`src/swt_pkg.sv`:
```
// Package for the self wake-up timer: register offsets, field positions,
// reset values and timing constants.
// Assumes a 125 MHz system clock and a slow oscillator near 10 kHz.
package swt_pkg;

  // ----------------------------------------
  // Register map (plain port addresses)
  // ----------------------------------------
  localparam logic [7:0] SWT_OFF_RELOAD = 8'h86;
  localparam logic [7:0] SWT_OFF_CTRL = 8'h8f;
  localparam logic [7:0] SWT_OFF_IRQ_STAT = 8'h90;
  localparam logic [7:0] SWT_OFF_IRQ_MASK = 8'h91;
  localparam logic [7:0] SWT_OFF_COUNT = 8'h92;

  // ----------------------------------------
  // Control register fields
  // ----------------------------------------
  localparam int SWT_CTRL_PS_LSB = 0;
  localparam int SWT_CTRL_RUN_BIT = 3;
  localparam int SWT_CTRL_OVF_BIT = 4;
  localparam logic [7:0] SWT_CTRL_RESET = 8'h00;
  localparam logic [7:0] SWT_RELOAD_RESET = 8'h00;
  localparam logic [7:0] SWT_COUNT_RESET = 8'h00;
  localparam logic [7:0] SWT_COUNT_MAX = 8'hff;
  localparam logic [7:0] SWT_MASK_RESET = 8'h00;

  // ----------------------------------------
  // Prescaler: tick count minus one per select code
  // ----------------------------------------
  localparam int SWT_PS_W = 11;
  localparam logic [SWT_PS_W-1:0] SWT_PS_DIV [8] = '{
    11'h000, 11'h003, 11'h00f, 11'h03f, 11'h0ff, 11'h1ff, 11'h3ff, 11'h7ff};

  // ----------------------------------------
  // Timing
  // ----------------------------------------
  localparam int SWT_SYS_CLK_KHZ = 125000;
  localparam int SWT_SLOW_CLK_KHZ = 10;
  localparam int SWT_SYNC_STAGES = 2;

endpackage

```
`src/swt_prescaler.sv`:
```
// Prescaler of the self wake-up timer: divides slow-clock ticks by the
// selected ratio and emits a one-cycle count enable.
// Assumes tick_in is a one-cycle pulse in the system clock domain.
`timescale 1ns/1ps
`default_nettype none
module swt_prescaler
  import swt_pkg::*;
(
  input wire logic clk,
  input wire logic rstn,
  input wire logic run,
  input wire logic tick_in,
  input wire logic [2:0] sel,
  output logic tick_out
);
  import swt_pkg::*;

  logic [SWT_PS_W-1:0] cnt_q;
  logic [SWT_PS_W-1:0] cnt_d;
  wire last_w = (cnt_q >= SWT_PS_DIV[sel]);

  // Halted prescaler keeps its count so a restart continues the period
  assign cnt_d = (run && tick_in) ? (last_w ? '0 : cnt_q + 1'b1) : cnt_q;
  assign tick_out = run && tick_in && last_w;

  always_ff @(posedge clk or negedge rstn) begin
    if (!rstn) begin
      cnt_q <= '0;
    end else begin
      cnt_q <= cnt_d;
    end
  end

endmodule
`default_nettype wire

```
`src/swt_timer.sv`:
```
// Self wake-up timer: 8-bit auto-reload up-counter fed by the slow
// oscillator through a prescaler, with control and reload registers.
// Assumes a register port with one-cycle strobes and the slow clock
// arriving as a level input that runs on into low-power modes.
//
// Implementation choice: the plain strobed port.
`timescale 1ns/1ps
`default_nettype none

// How it works
// - The counter keeps running in idle and power-down, as nothing here looks at power mode.
// - The only count source is the slow oscillator input, nominally 10 kHz.
// - Once running, the slow-clock request stays asserted through low-power modes.
// - The core is an 8-bit up-counter with automatic reload from the reload register.
// - A three-bit select divides by 1, 4, 16, 64, 256, 512, 1024 or 2048.
// - Writing one to the run bit starts the counter and zero halts it.
// - Rolling over from ff sets the overflow flag and reloads the counter at once.
// - A set overflow flag requests service when both interrupt enables are set.
// - Hardware never clears the overflow flag; software does.
module swt_timer
  import swt_pkg::*;
(
  input wire logic clk,
  input wire logic rstn,
  input wire logic slow_clk,
  input wire logic [7:0] reg_addr,
  input wire logic [7:0] reg_wdata,
  input wire logic reg_wr,
  input wire logic reg_rd,
  output logic [7:0] reg_rdata,
  input wire logic wake_interrupt_enable,
  input wire logic global_interrupt_enable,
  output logic wake_service_req,
  output logic irq,
  output logic wake_event,
  output logic slow_osc_keep
);
  import swt_pkg::*;

  // ----------------------------------------
  // Registers
  // ----------------------------------------
  logic [7:0] wake_reload_value_q;
  logic wake_run_bit_q;
  logic wake_overflow_flag_q;
  logic [2:0] wake_prescale_select_q;
  logic [7:0] count_q;
  logic [7:0] count_d;
  logic [1:0] irq_stat_q;
  logic [1:0] irq_mask_q;
  logic [7:0] reg_rdata_q;
  logic [SWT_SYNC_STAGES-1:0] slow_sync_q;
  logic slow_prev_q;

  // ----------------------------------------
  // Decode
  // ----------------------------------------
  wire wr_reload_w = reg_wr && (reg_addr == SWT_OFF_RELOAD);
  wire wr_ctrl_w = reg_wr && (reg_addr == SWT_OFF_CTRL);
  wire wr_stat_w = reg_wr && (reg_addr == SWT_OFF_IRQ_STAT);
  wire wr_mask_w = reg_wr && (reg_addr == SWT_OFF_IRQ_MASK);

  // ----------------------------------------
  // Slow clock edge detect
  // ----------------------------------------
  // The slow clock is sampled rather than used as a clock, which is why the
  // system clock must run at least twice its rate.
  wire slow_rise_w = slow_sync_q[SWT_SYNC_STAGES-1] && !slow_prev_q;
  wire ps_tick_w;

  swt_prescaler u_ps (
    .clk(clk),
    .rstn(rstn),
    .run(wake_run_bit_q),
    .tick_in(slow_rise_w),
    .sel(wake_prescale_select_q),
    .tick_out(ps_tick_w)
  );

  // ----------------------------------------
  // Counter
  // ----------------------------------------
  // No power-mode input exists: counting never stops for idle or power-down.
  wire rollover_w = ps_tick_w && (count_q == SWT_COUNT_MAX);
  assign count_d = !ps_tick_w ? count_q :
                   rollover_w ? wake_reload_value_q :
                   count_q + 8'h01;

  // Overflow flag: set wins over a software clear in the same cycle
  wire ovf_clr_w = wr_ctrl_w && !reg_wdata[SWT_CTRL_OVF_BIT];
  wire ovf_d_w = rollover_w ? 1'b1 :
                 ovf_clr_w ? 1'b0 :
                 wake_overflow_flag_q;

  wire [1:0] stat_set_w = {wake_run_bit_q && rollover_w, rollover_w};
  wire [1:0] stat_d_w = stat_set_w | (irq_stat_q & ~(wr_stat_w ? reg_wdata[1:0] : 2'b00));

  // ----------------------------------------
  // Outputs
  // ----------------------------------------
  assign wake_service_req = wake_overflow_flag_q && wake_interrupt_enable &&
                            global_interrupt_enable;
  assign irq = |(irq_stat_q & irq_mask_q);
  assign wake_event = rollover_w;
  assign slow_osc_keep = wake_run_bit_q;
  assign reg_rdata = reg_rdata_q;

  // ----------------------------------------
  // Read mux
  // ----------------------------------------
  logic [7:0] rd_mux;
  always_comb begin
    case (reg_addr)
      SWT_OFF_RELOAD: rd_mux = wake_reload_value_q;
      SWT_OFF_CTRL: rd_mux = {3'b000, wake_overflow_flag_q, wake_run_bit_q,
                              wake_prescale_select_q};
      SWT_OFF_IRQ_STAT: rd_mux = {6'h00, irq_stat_q};
      SWT_OFF_IRQ_MASK: rd_mux = {6'h00, irq_mask_q};
      SWT_OFF_COUNT: rd_mux = count_q;
      default: rd_mux = 8'h00;
    endcase
  end

  // ----------------------------------------
  // Sequential
  // ----------------------------------------
  always_ff @(posedge clk or negedge rstn) begin
    if (!rstn) begin
      slow_sync_q <= '0;
      slow_prev_q <= 1'b0;
    end else begin
      slow_sync_q <= {slow_sync_q[SWT_SYNC_STAGES-2:0], slow_clk};
      slow_prev_q <= slow_sync_q[SWT_SYNC_STAGES-1];
    end
  end

  always_ff @(posedge clk or negedge rstn) begin
    if (!rstn) begin
      wake_run_bit_q <= SWT_CTRL_RESET[SWT_CTRL_RUN_BIT];
      wake_prescale_select_q <= SWT_CTRL_RESET[SWT_CTRL_PS_LSB +: 3];
      wake_overflow_flag_q <= SWT_CTRL_RESET[SWT_CTRL_OVF_BIT];
    end else begin
      if (wr_ctrl_w) begin
        wake_run_bit_q <= reg_wdata[SWT_CTRL_RUN_BIT];
        wake_prescale_select_q <= reg_wdata[SWT_CTRL_PS_LSB +: 3];
      end
      wake_overflow_flag_q <= ovf_d_w;
    end
  end

  // Reload writes while running are taken anyway; software must avoid them.
  always_ff @(posedge clk or negedge rstn) begin
    if (!rstn) begin
      wake_reload_value_q <= SWT_RELOAD_RESET;
      count_q <= SWT_COUNT_RESET;
    end else begin
      if (wr_reload_w) begin
        wake_reload_value_q <= reg_wdata;
      end
      count_q <= count_d;
    end
  end

  always_ff @(posedge clk or negedge rstn) begin
    if (!rstn) begin
      irq_stat_q <= 2'b00;
      irq_mask_q <= SWT_MASK_RESET[1:0];
      reg_rdata_q <= 8'h00;
    end else begin
      irq_stat_q <= stat_d_w;
      if (wr_mask_w) begin
        irq_mask_q <= reg_wdata[1:0];
      end
      reg_rdata_q <= reg_rd ? rd_mux : 8'h00;
    end
  end

endmodule
`default_nettype wire

```
`config.mk`:
```
export PLATFORM = sky130hd
export DESIGN_NAME = swt_timer
export DESIGN_NICKNAME = d
export VERILOG_FILES = /design/src/swt_pkg.sv /design/src/swt_prescaler.sv /design/src/swt_timer.sv
export SDC_FILE = /design/constraint.sdc
export NUM_CORES = 1
export LEC_CHECK = 0
export ABC_AREA = 1
export BUFFER_PORTS_ARGS = -buffer_cell sky130_fd_sc_hd__buf_2
export CAP_MARGIN = 40
export CORE_AREA = 3 3 91 59
export CTS_CLUSTER_DIAMETER = 40
export DETAILED_ROUTE_END_ITERATION = 8
export DIE_AREA = 0 0 94 62
export PLACE_DENSITY = 0.86
export SYNTH_ARGS = -nofsm -noshare
export SYNTH_HDL_FRONTEND = slang
export SYNTH_SLANG_ARGS = --single-unit
```
`constraint.sdc`:
```
create_clock -name clk -period 2.3 [get_ports clk]
set_input_delay 0.345 -clock clk [delete_from_list [all_inputs] [get_ports clk]]
set_output_delay 0.345 -clock clk [all_outputs]
set_load 0.01 [all_outputs]
```
Word-level counts from Yosys, hierarchy flattened. Memories as Yosys holds them, arrays and structs flattened. Cells that the tools add are included. W data, S select, Z words.

Add/sub/neg operators: 2. Magnitude comparators: 2. Equality and inequality tests: 6. Muxes and demuxes: 9. Bitwise operators: 5. Reduce and logical (&&, ||, !) cells: 16.

Operator list (count): $eq A8 B8 Y1 const B (6); $pmux W8 S5 (1); $mux W11 (3); $mux W8 (2); $logic_and A1 B1 Y1 (12); $add A11 B1 Y11 const B (1); $ge A11 B11 Y1 (1); $add A8 B1 Y8 const B (1); $and A2 B2 Y2 (2); $ge A4 B4 Y1 const B (1); $not A3 Y4 (1); $logic_not A1 Y1 (2); $mux W1 (2); $mux W2 (1); $not A2 Y2 (1); $or A2 B2 Y2 (1); $reduce_bool A2 Y1 (1); $reduce_or A2 Y1 (1).

Flip-flop bits (word level): 47. Bits in read-only memories: 88. Bits of input ports: 23. Output and inout port bits: 12. Logic and storage cells: 52. Memories kept: 1.

Memory list: (no name shown) (depth 8, width 11, rd ports 1, clocked after Yosys merged registers in 0, write ports 0, line swt_prescaler.sv:20) `wire last_w = (cnt_q >= SWT_PS_DIV[sel]);`.

Depth between registers and ports, before layout.
Depth after elaboration: 9. Mapped depth: 14.

By module. Synthesis repeated with hierarchy kept, for this count alone.

Cells, all modules: 376. Area total of the unflattened synthesis: 2931.6 µm².

Modules (own cells, without submodules): swt_timer (instances 1, cells each 242, area each 1899.3 µm²); swt_prescaler (instances 1, cells each 134, area each 1032.2 µm²).

Least setup slack after synthesis. No wires, ideal clock.

Kind: register -> output. Start point: reg wake_prescale_select_q[1]. End point: out wake_event. Data arrival time: 1.784 ns. Data required time: 1.955 ns. Slack: 0.171 ns. Stages on the path, launching flop included: 11. Buffers on the path: 0. Path through: dfrtp_1 > o21ai_0 > ha_1 > a21oi_1 > nor2_1 > a211oi_1 > nand3_4 > nand2_4 > inv_2 > nand2_2 > inv_1.

Longest elaborated chain between the ends: 7.

Ends and longest elaborated chain: start: declaration (line swt_timer.sv:46) `logic [2:0] wake_prescale_select_q;`; start signal: assignment (line swt_timer.sv:140) `wake_prescale_select_q <= SWT_CTRL_RESET[SWT_CTRL_PS_LSB +: 3];`; start signal: assignment (line swt_timer.sv:145) `wake_prescale_select_q <= reg_wdata[SWT_CTRL_PS_LSB +: 3];`; $not A3 Y4 (implied by the code) (line swt_prescaler.sv:20); $mem_v2 Z8 W11; $mux W11 (implied by the code) (2 in series) (line swt_prescaler.sv:20); $ge A11 B11 Y1 (line swt_prescaler.sv:20); $logic_and A1 B1 Y1 (line swt_prescaler.sv:24) `assign tick_out = run && tick_in && last_w;`; $logic_and A1 B1 Y1 (line swt_timer.sv:84) `wire rollover_w = ps_tick_w && (count_q == SWT_COUNT_MAX);`; end: declaration (line swt_timer.sv:35) `output logic wake_event,`.

No other way between the ends. The select of a mux whose other input is x is not followed.

Worst setup path after layout. Same ends and word-level chain as after synthesis.

==> impl_metrics.toml <==
[synth]
ys_seq_elements = 47
synth_area_mm2 = 0.00258
ys_seq_area_frac = 0.455
synthCells = 326
syn_area_per_cell_um2 = 7.93
synth_cell_types = 36
synth-edff-count = 0
synth.net_count = 360
async_flop_share = 1.00
synth_flop_cell = "dfrtp_1"
ys_warn_count = 0

[power_and_ir_drop]
p_leak_nw = 1.67
irDropWorstVdd_v = 0.000424
totalPowerFinal_mw = 1.62
power.density_mw_per_mm2 = 523

[routing]
finalWirelength_um = 6370
drc = 0
via_count = 2386
wire_per_inst_um = 14.3
firstDrtPassIters = 5
detail-route-antenna-nets = 0
via_per_inst = 5.37
drt-initial-drc-count = 185

[hold_path]
hp-class = "primary input to async pin"

[layout]
final_core_util = 0.686
syn2layout_area_growth_pct = 19.9
mostFrequentLayoutCells = "nand2_1, inv_1, dfrtp_1"
num-fill-cells = 357
seqCellArea_mm2 = 0.00118
multi_input_area_mm2 = 0.00125
final_common_cell = "nand2_1"
antenna_cells = 0
layout-drive-gt1-share = 0.236
nets = 415

[timing]
relSlewSlack = 0.627
drv_slew = 0
skew_ns = 0.0102
max_freq_mhz = 412
hold_violations = 0
setup_viol = 1
fin_crit_ns = 2.42
post-route-period-util = 1.05
rsz0062_at_grt = "yes"
worst_pin_slew_ns = 0.560
setup_ws_ns = -0.125

[floorplan]
die_w_um = 94
start_util = 0.572
coreArea_mm2 = 0.00452
dieArea_mm2 = 0.00583
row_count = 19
ios = 35
die_h_um = 62

[clocking]
clock-sinks = 47
cts_buffers = 5
cts_tree = "yes"
ctsLongestPathBuffers = 2
cts_root_buffer = "clkbuf_8"
worstSkewPairLatency_ns = 0.31
clk_pin_slew_worst_paths_ns = 0.08
htree_levels = 2

[global_routing]
grt_pass1_wl_um = 10400
grt.busiest_layer = "met2"
use_met3 = 0.0590
grtUsageMet1 = 0.346
grtUsageMet2 = 0.356
antenna_found_initial = 0
first_global_vias = 2191
grt_max_degree = 26
grt_use_total = 0.239
grt-ovfl-total = 0

[place]
gp_congestion = 0.961
dp_hpwl_um = 4660
place.port_buffers = 34

[worst_setup_path]
cp_cell_sequence = "o21ai_2 > ha_1 > a21oi_2 > nor2_2 > a211oi_2 > nand3_4 > nand2_4 > inv_4 > nand2_4 > inv_2 > buf_6"
critPathTopFamily = "compound AO/OA/AOI/OAI gates"
cpMostUsedCell = "nand2_4"
crit_path_end_kind = "output port"
worst_ep_arrival_time_ns = 2.08
path_max_fanout = 6
worst_setup_path_start_kind = "register"
path_buf_inv = 3
slowest_stage = "dfrtp_2"
r2r_slack_ns = 0.12
crit_required_ns = 1.96
worst_path_largest_cell_delay_ns = 0.47
path_class = "register to output port"

[run_status]
violations = "setup timing"
status = "finished with violations"

[run]
max_cap_viol_count = 0
-- per-layer routing --
layer,up-vias,share of wire
met1,1124,0.47
met4,0,0.017
met2,104,0.43
met5,-,0
met3,10,0.084
li1,1148,-
-- cells in the mapped netlist (all sizes together), types with 3 or more instances --
cell   count  area [um^2]
inv       50          188
nor2      28          110
nand4      7         43.8
xor2       4         35.0
nand2     94          370
a31oi      3         18.8
dfrtp     47         1180
ha        11          138
xnor2      3         26.3
nor3       7         40.0
o21ai     32          175
a21oi      7         38.8
nand3     19          113
-- per-stage QoR --
stage / hold slack [ns] / setup slack (ns) / setup TNS (ns) / cells / area [um^2]
4_1_cts: 0.0363 / -0.148 / -0.148 / 442 / 3080
2_1_floorplan: 0.0494 / 0.171 / 0 / 326 / 2580
3_5_place_dp: 0.341 / 0.0249 / 0 / 431 / 2890
6_report: 0.0148 / -0.125 / -0.125 / 444 / 3100
5_1_grt: 0.0532 / -0.234 / -0.254 / 444 / 3100
3_3_place_gp: 0.338 / 0.149 / 0 / 431 / 2890
-- state kept, by name, summed over array words and instances (netlist names) --
register                count
count_q                     8
irq_mask_q                  2
irq_stat_q                  2
reg_rdata                   8
slow_osc_keep               1
slow_prev_q                 1
slow_sync_q                 2
u_ps.cnt_q                 11
wake_overflow_flag_q        1
wake_prescale_select_q      3
wake_reload_value_q         8
-- cells by family after synthesis --
kind of cell               after synthesis  synth area share
buffers and inverters                   53            0.0818
DFF                                     47             0.455
muxes                                    2           0.00871
and+or+nand+nor                        158             0.270
adders and majority gates               11            0.0532
xor gates and xnor gates                 7            0.0237
AOI/OAI and AO/OA                       48             0.108
-- layout make-up --
class | instances | share of cell area
Tap cell | 63 | 0.0254
Inverter | 51 | 0.0626
Clock inverter | 1 | 0.00969
Sequential cell | 47 | 0.380
Multi-Input combinational cell | 226 | 0.403
Timing Repair Buffer | 50 | 0.0956
Clock buffer | 6 | 0.0234
-- report_power, final --
group          switching [mW]  internal (mW)
clock network           0.275          0.319
registers              0.0271          0.855
logic                  0.0889         0.0578
total                   0.391           1.23
-- worst reg2reg max path, stage by stage, from the launching register on --
cell      delay [ns]
dfrtp_2         0.47
o21ai_2         0.13
ha_1            0.26
a21oi_2         0.16
nor2_2          0.07
a211oi_2        0.25
nand3_4         0.12
buf_4           0.14
buf_4           0.12
buf_4           0.15
nor2_1          0.13
nand2_1         0.07
nand2_1         0.06
-- final timing paths --
kind | from | end | depth (start not counted)
max | wake_prescale_select_q[1] | wake_event | 11
min | rstn | u_ps.cnt_q[2] | 1
max reg2reg | wake_prescale_select_q[1] | u_ps.cnt_q[1] | 12
min reg2reg | slow_sync_q[0] | slow_sync_q[1] | 0
max in group asynchronous | rstn | wake_prescale_select_q[1] | 2
min in group clk | slow_clk | slow_sync_q[0] | 1
-- repair_timing --
action	4_1_cts	5_1_grt
buffers inserted	4	3
hold buffers	0	0
gates cloned	0	0
setup endpoints to repair	1	2
pin swaps	8	9
resized for setup	17	2
Power figures use the tool's default switching activity.
